File: src/alarm_afe_consts.vh
// Register offsets, field positions, reset values and timing for the alarm front-end control bank
`ifndef ALARM_AFE_CONSTS_VH
`define ALARM_AFE_CONSTS_VH

`define OFS_ENABLE_GROUP_TWO      8'h07
`define OFS_SUPERVISOR_CONTROL    8'h08
`define OFS_SLEEP_DURATION_HIGH   8'h09
`define OFS_SLEEP_DURATION_LOW    8'h0a
`define OFS_PIN_AND_MUX_CONFIG    8'h0b
`define OFS_GAS_AMP_AND_LOAD_TEST 8'h0c

`define RST_ENABLE_GROUP_TWO      8'h00
`define RST_SUPERVISOR_CONTROL    8'h00
`define RST_SLEEP_DURATION_HIGH   8'h00
`define RST_SLEEP_DURATION_LOW    8'h00
`define RST_PIN_AND_MUX_CONFIG    8'h00
`define RST_GAS_AMP_AND_LOAD_TEST 8'h00

// Writable bits of each register; reserved bits read zero
`define MSK_ENABLE_GROUP_TWO      8'hcf
`define MSK_SUPERVISOR_CONTROL    8'h3d
`define MSK_PIN_AND_MUX_CONFIG    8'hb7
`define MSK_GAS_AMP_AND_LOAD_TEST 8'hf7

// enable_group_two fields
`define BIT_LED_CHANNEL_SELECT    7
`define BIT_BOOST_PRECHARGE       6
`define BIT_INT_DIRECTION         3
`define BIT_LED_PIN_GATE          2
`define BIT_SOUNDER_GATE          1
`define BIT_SLEEP_ENABLE          0

// supervisor_control fields
`define BIT_HOST_REGULATOR_OFF    5
`define BIT_BROWNOUT_MONITOR_OFF  4
`define BIT_REG_ERROR_FAULT_OFF   3
`define BIT_OVERTEMP_FAULT_CTRL   2
`define BIT_SOFT_RESET            1
`define BIT_LOW_SUPPLY_BOOST      0

// pin_and_mux_config fields
`define BIT_MUX_BYPASS            7
`define POS_MUX_SELECT_HI         5
`define POS_MUX_SELECT_LO         4
`define POS_PIN_MODE_HI           2
`define POS_PIN_MODE_LO           0

// Analog mux select codes
`define MUX_OFF                   2'h0
`define MUX_GAS_AMP_OUTPUT        2'h1
`define MUX_PHOTO_GAIN_OUTPUT     2'h2
`define MUX_PHOTODIODE_OUTPUT     2'h3

// Multi-purpose pin codes
`define PIN_MODE_HIGH_Z           3'h0
`define PIN_MODE_ERROR_OUT        3'h2
`define PIN_MODE_OR_LED_A         3'h4
`define PIN_MODE_OR_LED_B         3'h5
`define PIN_MODE_OR_LOAD_TEST     3'h7

// Sleep timer tick: one millisecond at an 8 ns core clock
`define CORE_CLK_PERIOD_NS        8
`define SLEEP_TICK_NS             1000000
`define SLEEP_TICK_CYCLES         (`SLEEP_TICK_NS / `CORE_CLK_PERIOD_NS)

`endif

File: src/alarm_afe_control_regs.v
// Control register bank of the alarm front end with sleep timer and pin routing
`timescale 1ns/10ps
`include "alarm_afe_consts.vh"

// Functional notes
// - LED select bit routes enable to A/B
// - Precharge runs boost while power good is low
// - Direction bit picks interconnect forwarding way
// - LED pin gate lets pin enable LEDs
// - Horn gate lets sounder pin enable horn
// - Sleep enable starts timer; expiry sets done
// - Regulator off bit turns host regulator off
// - Brownout off bit disables supply monitor
// - Regulator error faults unless disabled
// - Overtemp control enables fault and flag
// - Soft reset restores defaults except precharge, self clears
// - Low supply boost runs boost on low
// - Duration: high byte then low byte
// - Duration N gives N milliseconds
// - Rewrite while sleeping applies next time
// - Writing zero stops timer at once
// - Zero duration holds; nonzero write starts
// - Mux select: off, gas, photo, photodiode
// - Bypass swaps mux buffer for switch
// - Pin code 2 drives error summary
// - Pin codes 4,5,7 OR into enables
module alarm_afe_control_regs #(
  parameter TICK_CYCLES = `SLEEP_TICK_CYCLES,
  parameter DUR_W       = 16
) (
  input  wire       i_core_clk,          // Core clock, 125 MHz
  input  wire       i_rst,               // Synchronous reset, active high
  input  wire [7:0] i_reg_addr,          // Register offset
  input  wire [7:0] i_reg_wdata,         // Write data
  input  wire       i_reg_wr,            // Write strobe, one cycle
  input  wire       i_reg_rd,            // Read strobe, one cycle
  output reg  [7:0] o_reg_rdata,         // Read data, valid cycle after strobe
  input  wire       i_boost_enable,      // Boost enable bit of the other bank
  input  wire       i_load_test_enable,  // Load test enable bit of the other bank
  input  wire       i_status_error_any,  // Any unmasked status error flag
  input  wire       i_overtemp_flag_clr, // Clear of the overtemp error flag
  input  wire       i_fault_clr,         // Clear of fault mode
  input  wire       i_led_a_enable_input,// LED A enable pin
  input  wire       i_led_b_enable_input,// LED B enable pin
  input  wire       i_led_enable_pin,    // LED block enable pin
  input  wire       i_sounder_enable_pin,// Horn block enable pin
  input  wire       i_boost_power_good,  // Boost power good comparator
  input  wire       i_supply_low,        // Supply brown-out comparator
  input  wire       i_regulator_error,   // Host regulator error detector
  input  wire       i_overtemp,          // Over-temperature detector
  input  wire       i_int_unit,          // Unit-side interconnect pin level
  output reg        o_int_unit,          // Unit-side interconnect drive value
  output reg        o_int_unit_oe_n,     // Unit-side drive enable, low drives
  input  wire       i_int_mcu,           // MCU-side interconnect pin level
  output reg        o_int_mcu,           // MCU-side interconnect drive value
  output reg        o_int_mcu_oe_n,      // MCU-side drive enable, low drives
  input  wire       i_mp_pin,            // Multi-purpose pin level
  output reg        o_mp_pin,            // Multi-purpose pin drive value
  output reg        o_mp_pin_oe_n,       // Multi-purpose pin enable, low drives
  output reg        o_led_a_on,          // LED channel A enable
  output reg        o_led_b_on,          // LED channel B enable
  output reg        o_horn_on,           // Horn block enable
  output reg        o_boost_run,         // Boost converter run
  output reg        o_host_regulator_on, // Host regulator enable
  output reg        o_brownout_mon_on,   // Brown-out monitor enable
  output reg        o_supply_low_flag,   // Qualified supply low flag
  output reg        o_fault_mode,        // Fault mode, sticky
  output reg        o_overtemp_error_flag,// Overtemp error flag, sticky
  output reg        o_load_test_on,      // Load test enable
  output reg  [1:0] o_mux_select,        // Analog mux source
  output reg        o_mux_buffer_on,     // Analog mux buffer enable
  output reg        o_mux_bypass_on,     // Low-resistance bypass switch
  output reg        o_sleep_active,      // Sleep timer counting
  output reg        o_sleep_done,        // Sleep done event, one cycle
  output reg        o_soft_reset,        // Soft reset event to other banks
  output reg  [7:0] o_gas_amp_and_load_test // Gas amp and load test settings
);

  ////////////////////////////////////////////////////////////////////////////
  // Input synchronisers

  localparam NSYNC = 11;

  wire [NSYNC-1:0] async_in;
  reg  [NSYNC-1:0] sync_a;
  reg  [NSYNC-1:0] sync_b;

  assign async_in = {i_led_a_enable_input, i_led_b_enable_input, i_led_enable_pin,
                     i_sounder_enable_pin, i_boost_power_good, i_supply_low,
                     i_regulator_error, i_overtemp, i_int_unit, i_int_mcu, i_mp_pin};

  // Two flip-flops per pin; only the second one feeds logic
  genvar g;
  generate
    for (g = 0; g < NSYNC; g = g + 1) begin : g_sync
      always @(posedge i_core_clk) begin
        if (i_rst) begin
          sync_a[g] <= 1'b0;
          sync_b[g] <= 1'b0;
        end else begin
          sync_a[g] <= async_in[g];
          sync_b[g] <= sync_a[g];
        end
      end
    end
  endgenerate

  // Synchronised pin levels
  wire s_led_a   = sync_b[10];
  wire s_led_b   = sync_b[9];
  wire s_led_pin = sync_b[8];
  wire s_sounder = sync_b[7];
  wire s_pg      = sync_b[6];
  wire s_low     = sync_b[5];
  wire s_regerr  = sync_b[4];
  wire s_ot      = sync_b[3];
  wire s_unit    = sync_b[2];
  wire s_mcu     = sync_b[1];
  wire s_mp      = sync_b[0];

  ////////////////////////////////////////////////////////////////////////////
  // Register file

  reg [7:0] enable_group_two;
  reg [7:0] supervisor_control;
  reg [7:0] sleep_duration_high;
  reg [7:0] sleep_duration_low;
  reg [7:0] pin_and_mux_config;
  reg [7:0] gas_amp_and_load_test;

  // Write decode per offset
  wire wr_en2  = i_reg_wr && (i_reg_addr == `OFS_ENABLE_GROUP_TWO);
  wire wr_ctl  = i_reg_wr && (i_reg_addr == `OFS_SUPERVISOR_CONTROL);
  wire wr_hi   = i_reg_wr && (i_reg_addr == `OFS_SLEEP_DURATION_HIGH);
  wire wr_lo   = i_reg_wr && (i_reg_addr == `OFS_SLEEP_DURATION_LOW);
  wire wr_pin  = i_reg_wr && (i_reg_addr == `OFS_PIN_AND_MUX_CONFIG);
  wire wr_gas  = i_reg_wr && (i_reg_addr == `OFS_GAS_AMP_AND_LOAD_TEST);
  wire soft_rst = wr_ctl && i_reg_wdata[`BIT_SOFT_RESET];

  // Sleep enable and the assembled duration
  wire sleep_en = enable_group_two[`BIT_SLEEP_ENABLE];
  wire [DUR_W-1:0] duration = {sleep_duration_high, sleep_duration_low};
  wire sleep_expire;

  always @(posedge i_core_clk) begin
    if (i_rst) begin
      enable_group_two      <= `RST_ENABLE_GROUP_TWO;
      supervisor_control    <= `RST_SUPERVISOR_CONTROL;
      sleep_duration_high   <= `RST_SLEEP_DURATION_HIGH;
      sleep_duration_low    <= `RST_SLEEP_DURATION_LOW;
      pin_and_mux_config    <= `RST_PIN_AND_MUX_CONFIG;
      gas_amp_and_load_test <= `RST_GAS_AMP_AND_LOAD_TEST;
    end else if (soft_rst) begin
      // Precharge bit survives a soft reset; the soft reset bit itself never stores
      enable_group_two      <= (`RST_ENABLE_GROUP_TWO & ~(8'h01 << `BIT_BOOST_PRECHARGE)) |
                               (enable_group_two & (8'h01 << `BIT_BOOST_PRECHARGE));
      supervisor_control    <= `RST_SUPERVISOR_CONTROL;
      sleep_duration_high   <= `RST_SLEEP_DURATION_HIGH;
      sleep_duration_low    <= `RST_SLEEP_DURATION_LOW;
      pin_and_mux_config    <= `RST_PIN_AND_MUX_CONFIG;
      gas_amp_and_load_test <= `RST_GAS_AMP_AND_LOAD_TEST;
    end else begin
      // A software write wins over the clear at expiry
      if (wr_en2) begin
        enable_group_two <= i_reg_wdata & `MSK_ENABLE_GROUP_TWO;
      end else if (sleep_expire) begin
        enable_group_two[`BIT_SLEEP_ENABLE] <= 1'b0;
      end

      if (wr_ctl) begin
        supervisor_control <= i_reg_wdata & `MSK_SUPERVISOR_CONTROL;
      end

      if (wr_hi) begin
        sleep_duration_high <= i_reg_wdata;
      end

      if (wr_lo) begin
        sleep_duration_low <= i_reg_wdata;
      end

      if (wr_pin) begin
        pin_and_mux_config <= i_reg_wdata & `MSK_PIN_AND_MUX_CONFIG;
      end

      if (wr_gas) begin
        gas_amp_and_load_test <= i_reg_wdata & `MSK_GAS_AMP_AND_LOAD_TEST;
      end
    end
  end

  // Read port; unmapped offsets return zero
  always @(posedge i_core_clk) begin
    if (i_rst) begin
      o_reg_rdata <= 8'h00;
    end else if (i_reg_rd) begin
      case (i_reg_addr)
        `OFS_ENABLE_GROUP_TWO:      o_reg_rdata <= enable_group_two;
        `OFS_SUPERVISOR_CONTROL:    o_reg_rdata <= supervisor_control;
        `OFS_SLEEP_DURATION_HIGH:   o_reg_rdata <= sleep_duration_high;
        `OFS_SLEEP_DURATION_LOW:    o_reg_rdata <= sleep_duration_low;
        `OFS_PIN_AND_MUX_CONFIG:    o_reg_rdata <= pin_and_mux_config;
        `OFS_GAS_AMP_AND_LOAD_TEST: o_reg_rdata <= gas_amp_and_load_test;
        default:                    o_reg_rdata <= 8'h00;
      endcase
    end
  end

  ////////////////////////////////////////////////////////////////////////////
  // Sleep timer

  localparam ST_IDLE = 2'h0;
  localparam ST_WAIT = 2'h1;
  localparam ST_RUN  = 2'h2;

  reg [1:0]       state;
  reg [1:0]       next_state;
  // Latched duration, elapsed milliseconds, cycles within one
  reg [DUR_W-1:0] ms_target;
  reg [DUR_W-1:0] ms_count;
  reg [31:0]      tick_count;

  // Start only on a 0 to 1 write of sleep enable
  wire en_rising = wr_en2 && i_reg_wdata[`BIT_SLEEP_ENABLE] && !sleep_en;
  // One tick per millisecond of core clock cycles
  wire tick      = (tick_count == TICK_CYCLES - 1);
  wire dur_write = wr_hi || wr_lo;
  wire [DUR_W-1:0] dur_after = {wr_hi ? i_reg_wdata : sleep_duration_high,
                                wr_lo ? i_reg_wdata : sleep_duration_low};

  assign sleep_expire = (state == ST_RUN) && tick && (ms_count == ms_target - 1'b1);

  always @* begin
    next_state = state;
    case (state)
      ST_IDLE: begin
        if (en_rising) begin
          next_state = (duration != {DUR_W{1'b0}}) ? ST_RUN : ST_WAIT;
        end
      end
      // Enabled with a zero duration: park until it turns nonzero
      ST_WAIT: begin
        if (soft_rst || (wr_en2 && !i_reg_wdata[`BIT_SLEEP_ENABLE])) begin
          next_state = ST_IDLE;
        end else if (dur_write && dur_after != {DUR_W{1'b0}}) begin
          next_state = ST_RUN;
        end
      end
      // Stop on a zero write or soft reset, else run to expiry
      ST_RUN: begin
        if (soft_rst || (wr_en2 && !i_reg_wdata[`BIT_SLEEP_ENABLE]) || sleep_expire) begin
          next_state = ST_IDLE;
        end
      end
      default: next_state = ST_IDLE;
    endcase
  end

  always @(posedge i_core_clk) begin
    if (i_rst) begin
      state        <= ST_IDLE;
      ms_target    <= {DUR_W{1'b0}};
      ms_count     <= {DUR_W{1'b0}};
      tick_count   <= 32'h0;
      o_sleep_done <= 1'b0;
    end else begin
      state        <= next_state;
      o_sleep_done <= sleep_expire;
      // Duration is latched at start, so later rewrites wait for the next start
      if (state != ST_RUN && next_state == ST_RUN) begin
        ms_target  <= (state == ST_WAIT) ? dur_after : duration;
        ms_count   <= {DUR_W{1'b0}};
        tick_count <= 32'h0;
      end else if (state == ST_RUN) begin
        if (tick) begin
          tick_count <= 32'h0;
          ms_count   <= ms_count + 1'b1;
        end else begin
          tick_count <= tick_count + 32'h1;
        end
      end
    end
  end

  ////////////////////////////////////////////////////////////////////////////
  // Supervisor, boost and faults

  wire mon_on  = !supervisor_control[`BIT_BROWNOUT_MONITOR_OFF];
  // Supply low only counts while the monitor runs
  wire low_q   = s_low && mon_on;
  // Precharge runs boost only while power good is low; the bit is not cleared
  wire pre_run = enable_group_two[`BIT_BOOST_PRECHARGE] && !s_pg;
  wire low_run = supervisor_control[`BIT_LOW_SUPPLY_BOOST] && low_q;
  wire reg_flt = s_regerr && !supervisor_control[`BIT_REG_ERROR_FAULT_OFF];
  wire ot_flt  = s_ot && supervisor_control[`BIT_OVERTEMP_FAULT_CTRL];

  ////////////////////////////////////////////////////////////////////////////
  // Pin routing

  wire [2:0] pin_mode = pin_and_mux_config[`POS_PIN_MODE_HI:`POS_PIN_MODE_LO];
  wire [1:0] mux_sel  = pin_and_mux_config[`POS_MUX_SELECT_HI:`POS_MUX_SELECT_LO];
  wire mux_byp  = pin_and_mux_config[`BIT_MUX_BYPASS];
  wire led_sel  = enable_group_two[`BIT_LED_CHANNEL_SELECT];
  wire int_dir  = enable_group_two[`BIT_INT_DIRECTION];
  // Pin input codes merge with the LED enable pins and the load test enable bit
  wire mp_a     = (pin_mode == `PIN_MODE_OR_LED_A) && s_mp;
  wire mp_b     = (pin_mode == `PIN_MODE_OR_LED_B) && s_mp;
  wire mp_t     = (pin_mode == `PIN_MODE_OR_LOAD_TEST) && s_mp;
  wire led_blk  = enable_group_two[`BIT_LED_PIN_GATE] && s_led_pin;

  always @(posedge i_core_clk) begin
    if (i_rst) begin
      o_led_a_on            <= 1'b0;
      o_led_b_on            <= 1'b0;
      o_horn_on             <= 1'b0;

      o_boost_run           <= 1'b0;
      o_host_regulator_on   <= 1'b1;
      o_brownout_mon_on     <= 1'b1;
      o_supply_low_flag     <= 1'b0;

      o_fault_mode          <= 1'b0;
      o_overtemp_error_flag <= 1'b0;
      o_load_test_on        <= 1'b0;
      o_mux_select          <= `MUX_OFF;
      o_mux_buffer_on       <= 1'b0;
      o_mux_bypass_on       <= 1'b0;

      o_sleep_active        <= 1'b0;
      o_soft_reset          <= 1'b0;
      o_gas_amp_and_load_test <= `RST_GAS_AMP_AND_LOAD_TEST;

      o_int_unit            <= 1'b0;
      o_int_unit_oe_n       <= 1'b1;
      o_int_mcu             <= 1'b0;
      o_int_mcu_oe_n        <= 1'b1;
      o_mp_pin              <= 1'b0;
      o_mp_pin_oe_n         <= 1'b1;
    end else begin
      o_led_a_on            <= led_blk && !led_sel && (s_led_a || mp_a);
      o_led_b_on            <= led_blk && led_sel && (s_led_b || mp_b);
      o_horn_on             <= enable_group_two[`BIT_SOUNDER_GATE] && s_sounder;
      o_boost_run           <= i_boost_enable || pre_run || low_run;
      o_host_regulator_on   <= !supervisor_control[`BIT_HOST_REGULATOR_OFF];
      o_brownout_mon_on     <= mon_on;
      o_supply_low_flag     <= low_q;

      // Set wins over a clear arriving in the same cycle
      o_fault_mode          <= reg_flt || ot_flt || (o_fault_mode && !i_fault_clr);
      o_overtemp_error_flag <= ot_flt || (o_overtemp_error_flag && !i_overtemp_flag_clr);
      o_load_test_on        <= i_load_test_enable || mp_t;
      o_mux_select          <= mux_sel;
      o_mux_buffer_on       <= !mux_byp && (mux_sel != `MUX_OFF);
      o_mux_bypass_on       <= mux_byp && (mux_sel != `MUX_OFF);

      o_sleep_active        <= (next_state == ST_RUN);
      o_soft_reset          <= soft_rst;
      o_gas_amp_and_load_test <= gas_amp_and_load_test;

      // Direction 0 forwards unit side to MCU side, 1 the reverse
      o_int_mcu             <= s_unit;
      o_int_mcu_oe_n        <= int_dir;
      o_int_unit            <= s_mcu;
      o_int_unit_oe_n       <= !int_dir;
      o_mp_pin              <= i_status_error_any;
      o_mp_pin_oe_n         <= (pin_mode != `PIN_MODE_ERROR_OUT);
    end
  end

endmodule

File: config.mk
export PLATFORM = sky130hd
export DESIGN_NAME = alarm_afe_control_regs
export DESIGN_NICKNAME = d
export VERILOG_FILES = /design/src/alarm_afe_control_regs.v
export VERILOG_INCLUDE_DIRS = /design/src /design/src/src
export SDC_FILE = /design/constraint.sdc
export NUM_CORES = 1
export LEC_CHECK = 0
export BUFFER_PORTS_ARGS = -buffer_cell sky130_fd_sc_hd__clkbuf_2
export CORE_MARGIN = 2
export CORE_UTILIZATION = 50
export CTS_CLUSTER_DIAMETER = 40
export CTS_CLUSTER_SIZE = 24
export DETAILED_ROUTE_END_ITERATION = 12
export MAX_ROUTING_LAYER = met4
export PLACE_DENSITY = 0.73
export SYNTH_ARGS = -nofsm -noshare
export SYNTH_HDL_FRONTEND = slang
export SYNTH_SLANG_ARGS = --single-unit
File: constraint.sdc
create_clock -name i_core_clk -period 2.4 [get_ports i_core_clk]
set_input_delay 0.12 -clock i_core_clk [delete_from_list [all_inputs] [get_ports i_core_clk]]
set_output_delay 0.12 -clock i_core_clk [all_outputs]
set_load 0.05 [all_outputs]
==> results by group, run 1 <==
Floorplan
  – IO Pins: 75
  – Initial Util: 50.8%
  – FP Rows: 44
  – Die width: between 100 and 150 µm
  – Die area: between 15000 and 20000 µm²
  – Core ar.: 14400 µm²
  – Die Ht: about 120 µm

Critical path
  – Critical Path Start Type: flip-flop
  – Critical path's most frequent cell: inv_1
  – Worst path cell trace: inv_1 -> ha_2 -> inv_1 -> or4_1 -> a2111oi_2 -> or3_4 -> nand4_1 -> o211ai_1 -> a21oi_1
  – Critical path's slowest cell: or4_1
  – WS Path Type: reg2reg
  – CP bufs+invs: 2
  – CP top delay family: simple AND/OR/NAND/NOR gates
  – Critical-path maximum fanout: 3
  – Slowest Stage Delay on Critical Path: ~530 ps
  – Worst EP arrival: 2640 ps
  – Critical path required time: 2710 ps
  – Worst Setup End Kind: flip-flop

Synthesis
  – Number of flops mapped to enable cells by yosys: 0
  – Synth unique cells: 67
  – Synth cell count leaders: dfxtp_1, nor2_1, nand2_1
  – Post-Syn Area: 7290 µm²
  – Top cells by area, synth: dfxtp_1, nor2_1, xnor2_1
  – Seq cells post-synth: about 170
  – Top cell type's share of synthesized area: approximately 46%
  – Avg Inst Size Synth: 8.76 µm²
  – Most numerous cell in the Yosys netlist: dfxtp_1
  – Post-synth top area cell: dfxtp_1
  – Post-Syn Nets: slightly below 900
  – Synth async-reset ratio: 0%
  – Syn Inst Count: between 800 and 900
  – Post-synthesis sequential area ratio: a little under half
  – Ys Warns: 0
  – Synth Flop Type: dfxtp_1

Timing
  – Tmin final: 2330 ps
  – Fin Setup TNS: 0 ps
  – Final worst path period share: a little over nine tenths
  – Final Hold Vio Count: 0
  – Clock skew: roughly 15 ps
  – Finish-stage setup viols: 0
  – Least-Margin Pin Slew: 631 ps
  – RSZ-0062 raised after global routing: true
  – Slew HR: 57.9%
  – WHS: between 90 and 100 ps
  – Fmax achieved: 429 MHz
  – Max-slew violations: 0

Cells and area
  – Storage cell area: between 3000 and 4000 µm²
  – Area of the multi-input gates: 3730 µm²
  – Final-layout fill cell count: 1189
  – N_diodes: 0
  – Final net count: between 900 and 1000
  – Ratio of cells with drive above 1 in the final layout: about a fifth
  – Syn-to-layout area delta: 23.3%

Placement
  – Placer Congestion: 0.948
  – Post-DP HPWL: about 12000 µm
  – Port buffer count: 73

Clock network
  – Worst skew pair latency: between 400 and 500 ps
  – Number of CTS-inserted buffers: 17
  – Clk root buf: clkbuf_16
  – Max clock buf depth: 2
  – Clock transition at the registers of the reported paths: around 80 ps
  – H-tree levels: 4
  – CTS tree: built
  – Clk sink count: about 170

Global routing
  – Antenna violations before repair: 0
  – Vias in the first global route: slightly below 6000
  – Largest net degree at the start of global routing: 54
  – First-pass GRT wire length: roughly 29000 µm
  – Grt total ovfl: 0
  – All-Layer GR Usage: 24.0%

Flow run
  – Max-cap viol count: 0

Drt
  – DRT iter0 DRCs: between 500 and 600
  – Antenna viol nets, final: 0
  – Vias: 6307
  – DRC Markers: 0
  – Drt total wl: 17900 µm
  – DR vias/cell: between 5 and 6
  – DR pass1 iterations: 5
  – Routed len/inst: between 15 and 20 µm

Run status
  – Outcome: finished, final reports clean

Pwr
  – Power per cell area: 639 nW/µm²
  – Seq pwr share: ~49%
  – Int Pwr: roughly 0.0043 W
  – Clk pwr share: ~47%
  – Overall power: 0.00575 W
  – Combinational share of power: 4.6%
  – Sw Pwr: roughly 0.0014 W
  – Worst IR Drop VDD: slightly below 500 µV
  – Sw Share: around a quarter
  – Leakage: about 3.4 nW

Min path
  – Worst Hold Class: in2reg
-- layout by cell type, fill, tap and decap left out, types with 3 or more instances in the layout --
master | synthesis | final
or3_1 | 4 | 3
buf_4 | 4 | 63
a21oi_1 | 28 | 28
nor2_1 | 131 | 130
nor4b_1 | 5 | 4
nand2_1 | 77 | 77
nand4_1 | 15 | 15
and2_1 | 6 | 6
nor3_1 | 18 | 17
xnor2_1 | 35 | 35
a211oi_1 | 3 | 3
nand2b_1 | 12 | 12
dlygate4sd3_1 | 0 | 16
and3_1 | 8 | 8
o211a_1 | 3 | 3
buf_12 | 0 | 4
o21a_1 | 3 | 3
clkbuf_2 | 0 | 73
nor4_1 | 13 | 13
or2_2 | 3 | 3
a22oi_1 | 11 | 11
clkbuf_16 | 0 | 17
o21ai_0 | 7 | 7
nor2b_1 | 43 | 43
inv_8 | 0 | 6
inv_6 | 0 | 4
dfxtp_1 | 166 | 166
mux4_2 | 4 | 4
mux2i_1 | 26 | 26
a311oi_1 | 18 | 18
xor2_1 | 24 | 24
inv_1 | 11 | 11
nand3_1 | 51 | 51
or4_1 | 5 | 5
and4_1 | 5 | 5
-- cell type report --
type | instances | share of cell area, %
multi-input combinational | 605 | 41.5
sequential | 166 | 36.9
timing repair buffer | 156 | 12.0
clock buffer | 18 | 4.88
tap | 184 | 2.56
clock inverter | 14 | 1.67
inverter | 11 | 0.459
-- sequential cells by signal, summed over array words and instances, names as in the netlist, 8 cells and up --
signal / flops
tick_count: 32
ms_count: 16
ms_target: 16
sync_a: 11
o_reg_rdata: 8
sleep_duration_high: 8
sleep_duration_low: 8
-- through the flow --
stage	instance area, µm²	util (%)	cells	setup slack, ps
detailed placement	8190	57.0	1104	-42.8
floorplan	7290	-	833	34.3
CTS	8940	62.2	1152	0.221
global placement	8190	57.0	1104	25.3
finish	9000	62.6	1154	68.2
global route	9000	62.6	1154	-31.9
-- worst register-to-register path: stages, from the launching register on --
cell	delay, ps
dfxtp_1	320
inv_1	60
ha_2	200
inv_1	60
or4_1	530
a2111oi_2	400
or3_4	200
nand4_1	140
o211ai_1	210
a21oi_1	80
-- power by group through the flow --
stage	registers, W	clock network (W)	logic, W
5_1_grt	0.00279	0.00286	0.000280
6_report	0.00279	0.00270	0.000262
4_1_cts	0.00279	0.00274	0.000260
2_1_floorplan	0.00288	0	0.000112
3_5_place_dp	0.00285	0	0.000239
3_3_place_gp	0.00285	0	0.000239
-- layer usage --
layer  GRT usage, %  wire length (µm)  part of all wire (%)  vias up
li1               -                 -                     -     3142
met1           29.4              7930                    44     2945
met5              -                 0                     0        -
met3           4.98               787                   4.4       39
met4           9.19               490                   2.7        0
met2           39.2              8650                    48      181
-- repair_timing --
action	4_1_cts	5_1_grt
setup endpoints to repair	0	36
hold buffers	16	0
endpoints found under the hold margin	16	0
resized for setup	0	10
buffers inserted	0	2
-- logic make-up (layout without fill, tap and decap cells) --
family          count (synthesis)  in the layout  synth area share (%)
compound gates                 97             97                  9.42
simple gates                  412            412                  28.1
xor+xnor                       60             60                  7.39
buf+inv                        62            199                  3.84
mux                            32             32                  5.11
fa+ha+maj                       3              3                 0.515
other cells                     1              1                0.0514
flops                         166            166                  45.6
-- worst paths after layout --
path | from | endpoint | slack [ps] | cells after the start
worst max-delay path | ms_target[1]$_SDFFE_PP0P_ | enable_group_two[0]$_SDFFE_PP0P_ | 70 | 9
worst min-delay path | i_reg_rd | o_reg_rdata[4]$_SDFFE_PP0P_ | 90 | 2
worst max register to register | ms_target[1]$_SDFFE_PP0P_ | enable_group_two[0]$_SDFFE_PP0P_ | 70 | 9
worst min register to register | s_sounder$_SDFF_PP0_ | o_horn_on$_SDFF_PP0_ | 430 | 2
(Power assumes the default switching activity.)
==> inputs of run 2 (changes only) <==
--- a/config.mk
+++ b/config.mk
@@ -15,4 +15,5 @@
 export MAX_ROUTING_LAYER = met4
 export PLACE_DENSITY = 0.73
+export SLEW_MARGIN = 30
 export SYNTH_ARGS = -nofsm -noshare
 export SYNTH_HDL_FRONTEND = slang
==> constraint.sdc (replaced) <==
create_clock -name i_core_clk -period 2.4 [get_ports i_core_clk]
set_input_delay 0.24 -clock i_core_clk [delete_from_list [all_inputs] [get_ports i_core_clk]]
set_output_delay 0.24 -clock i_core_clk [all_outputs]
set_load 0.05 [all_outputs]
==> run 2 against run 1 <==
  * Setup slack got worse by 20 ps
  * Non-clock buffer count down 12
  * Highest routed layer unchanged
  * Register-to-register slack lost 20 ps
  * Largest cell class unchanged
  * Routed wire length decreased by 1.4%
  * Global-route usage decreased by 0.55 points
  * First-iteration DRC count fell by 10%
==> results by group, run 2 (synthesis results as in run 1) <==
Run status
  – Outcome: finished, final reports clean

Clock network
  – CTS tree: built
  – H-tree levels: 4 (unchanged)
  – Clk root buf: clkbuf_16
  – Worst skew pair latency: 430 ps (about the same)
  – Number of CTS-inserted buffers: 17 (unchanged)
  – Max clock buf depth: 2 (unchanged)
  – Clock transition at the registers of the reported paths: 70 ps (about the same)
  – Clk sink count: 166 (unchanged)

Pwr
  – Seq pwr share: 48.3% (-0.2 points)
  – Leakage: 3.37 nW (-1.0%)
  – Worst IR Drop VDD: 531 µV (+7.8%)
  – Clk pwr share: 47.4% (+0.5 points)
  – Int Pwr: 0.00428 W (-0.52%)
  – Sw Pwr: 0.00149 W (+3.0%)
  – Sw Share: 25.8% (+0.65 points)
  – Power per cell area: 649 nW/µm² (+1.4%)
  – Combinational share of power: 4.3% (-0.3 points)

Min path
  – Hold Startpoint: i_mp_pin
  – Hold path endpoint: sync_a[0]$_SDFF_PP0_
  – WHS Path Cells: 2 (unchanged)
  – Worst Hold Class: in2reg

Drt
  – DRC Markers: 0 (unchanged)
  – DR pass1 iterations: 5 (unchanged)
  – Drt total wl: 17600 µm (-1.4%)
  – Vias: 6250 (-0.90%)
  – Routed len/inst: 15.4 µm (-0.32%)
  – DRT iter0 DRCs: 507 (-10%)
  – DR vias/cell: 5.47 (+0.14%)
  – Antenna viol nets, final: 0 (unchanged)

Critical path
  – RR Startpoint: ms_target[3]$_SDFFE_PP0P_
  – Reg-to-reg slack, setup: 50 ps (-20 ps)
  – WS Path Type: reg2reg
  – Critical-path maximum fanout: 4 (+1)
  – Reg2Reg Capture Point: o_sleep_active$_SDFF_PP0_
  – Critical path's slowest cell: or4_4
  – Worst EP arrival: 2660 ps (+20 ps)
  – Worst path cell trace: or4_4 -> o21ai_1 -> or4b_1 -> nand3_1 -> o2111ai_1 -> nor4b_2 -> nor2_1
  – Critical Path Start Type: flip-flop
  – Slowest Stage Delay on Critical Path: 530 ps (about the same)
  – Critical path required time: 2710 ps (about the same)
  – Worst Setup End Kind: flip-flop
  – Reg2Reg Depth: 7 (-2)

Timing
  – Final Hold Vio Count: 0 (unchanged)
  – Fmax achieved: 425 MHz (-0.83%)
  – Finish-stage setup viols: 0 (unchanged)
  – Tmin final: 2350 ps (+19.6 ps)
  – Clock skew: 9.11 ps (-6.22 ps)
  – Final worst path period share: 98.0% (+0.82 points)
  – Max-slew violations: 0 (unchanged)

Floorplan
  – Die area: 15600 µm² (unchanged)
  – IO Pins: 75 (unchanged)
  – Core ar.: 14400 µm² (unchanged)
  – FP Rows: 44 (unchanged)
  – Initial Util: 50.8% (unchanged)
  – Die Ht: 125 µm (unchanged)
  – Die width: 125 µm (unchanged)

Cells and area
  – Largest Register: tick_count
  – Most common cell after layout, fill and taps aside: dfxtp_1
  – N_diodes: 0 (unchanged)
  – Final net count: 984 (-1.2%)
  – Largest register FFs: 32 (unchanged)
  – Syn-to-layout area delta: 22.0%
  – Final core utilization: 61.9% (-0.67 points)
  – Most frequent cells in the layout: dfxtp_1, nor2_1, nand2_1, clkbuf_2, buf_4
  – Design area: 8900 µm² (-1.1%)
  – Ratio of cells with drive above 1 in the final layout: 20.9% (+0.77 points)
  – Top flop regs: tick_count x32, ms_count x16, ms_target x16

Global routing
  – All-Layer GR Usage: 23.5% (-0.55 points)
  – Largest net degree at the start of global routing: 45 (-17%)
  – Grt total ovfl: 0 (unchanged)
  – Vias in the first global route: 5868 (-1.6%)
  – Antenna violations before repair: 0 (unchanged)
  – First-pass GRT wire length: 29000 µm (-1.1%)

Placement
  – Placer Congestion: 0.976 (+2.9%)
  – Port buffer count: 73 (unchanged)
  – Post-DP HPWL: 12500 µm (+0.72%)
  – Placed Area: 8220 µm² (+0.43%)

Flow run
  – Max-cap viol count: 0 (unchanged)
## run 2: cell type report
| cell class | count | area, µm² |
|---|---|---|
| Fill cell | 1236 | 5470 |
| Multi-Input combinational cell | 605 | 3730 |
| Sequential cell | 166 | 3320 |
| Timing Repair Buffer | 144 | 961 |
| Clock buffer | 17 | 425 |
| Tap cell | 184 | 230 |
| Clock inverter | 15 | 185 |
| Inverter | 11 | 41.3 |
## run 2: power groups by stage
stage | logic [W] | clock network [W] | registers [W]
floorplan | 0.000112 | 0 | 0.00288
global placement | 0.000244 | 0 | 0.00285
detailed placement | 0.000245 | 0 | 0.00285
CTS | 0.000246 | 0.00275 | 0.00279
global route | 0.000265 | 0.00288 | 0.00279
finish | 0.000247 | 0.00274 | 0.00279
## run 2: critical path: cells and delay by family, from the launching register on
| kind | cells | cell delay (ps) |
|---|---|---|
| and+or+nand+nor | 5 | 1560 |
| DFF | 1 | 340 |
| AOI/OAI and AO/OA | 2 | 330 |
## run 2: repair_timing
action | 4_1_cts | 5_1_grt
hold endpoints to repair | 0 | 0
hold buffers | 0 | 0
setup endpoints to repair | 0 | 36
resized for setup | 0 | 11
buffers inserted | 0 | 3
## run 2: stage by stage
stage	worst slack (ps)	power, W	hold WS [ps]	setup TNS (ps)	instances
final	48.6	0.00577	14.7	0	1142
after CTS	41.9	0.00579	7.94	0	1139
after global placement	-89.7	0.00309	408	-4050	1107
after global routing	-43.7	0.00594	19.3	-99.1	1142
after detailed placement	-167	0.00310	410	-7080	1107
after floorplan	3.85	0.00300	360	0	833
## run 2: per-layer routing
metal	part of all wire [%]	global-route usage (%)	wire, µm
met2	47	37.5	8370
met4	2.2	8.39	392
met5	0	-	0
met3	4.5	4.77	790
met1	46	29.7	8060
## run 2: how the worst max path moves through the flow
stage                                              to                              start  slack (ps)
final                       o_sleep_active$_SDFF_PP0_          ms_target[3]$_SDFFE_PP0P_          50
after global routing        o_sleep_active$_SDFF_PP0_          ms_target[3]$_SDFFE_PP0P_         -40
after CTS                 tick_count[21]$_SDFFE_PP0N_  sleep_duration_high[6]$_SDFF_PP0_          40
after detailed placement    ms_target[7]$_SDFFE_PP0P_                      i_reg_addr[5]        -170
after global placement            state[1]$_SDFF_PP0_                      i_reg_addr[5]         -90
after floorplan             ms_count[10]$_SDFFE_PP0P_                      i_reg_addr[5]           4
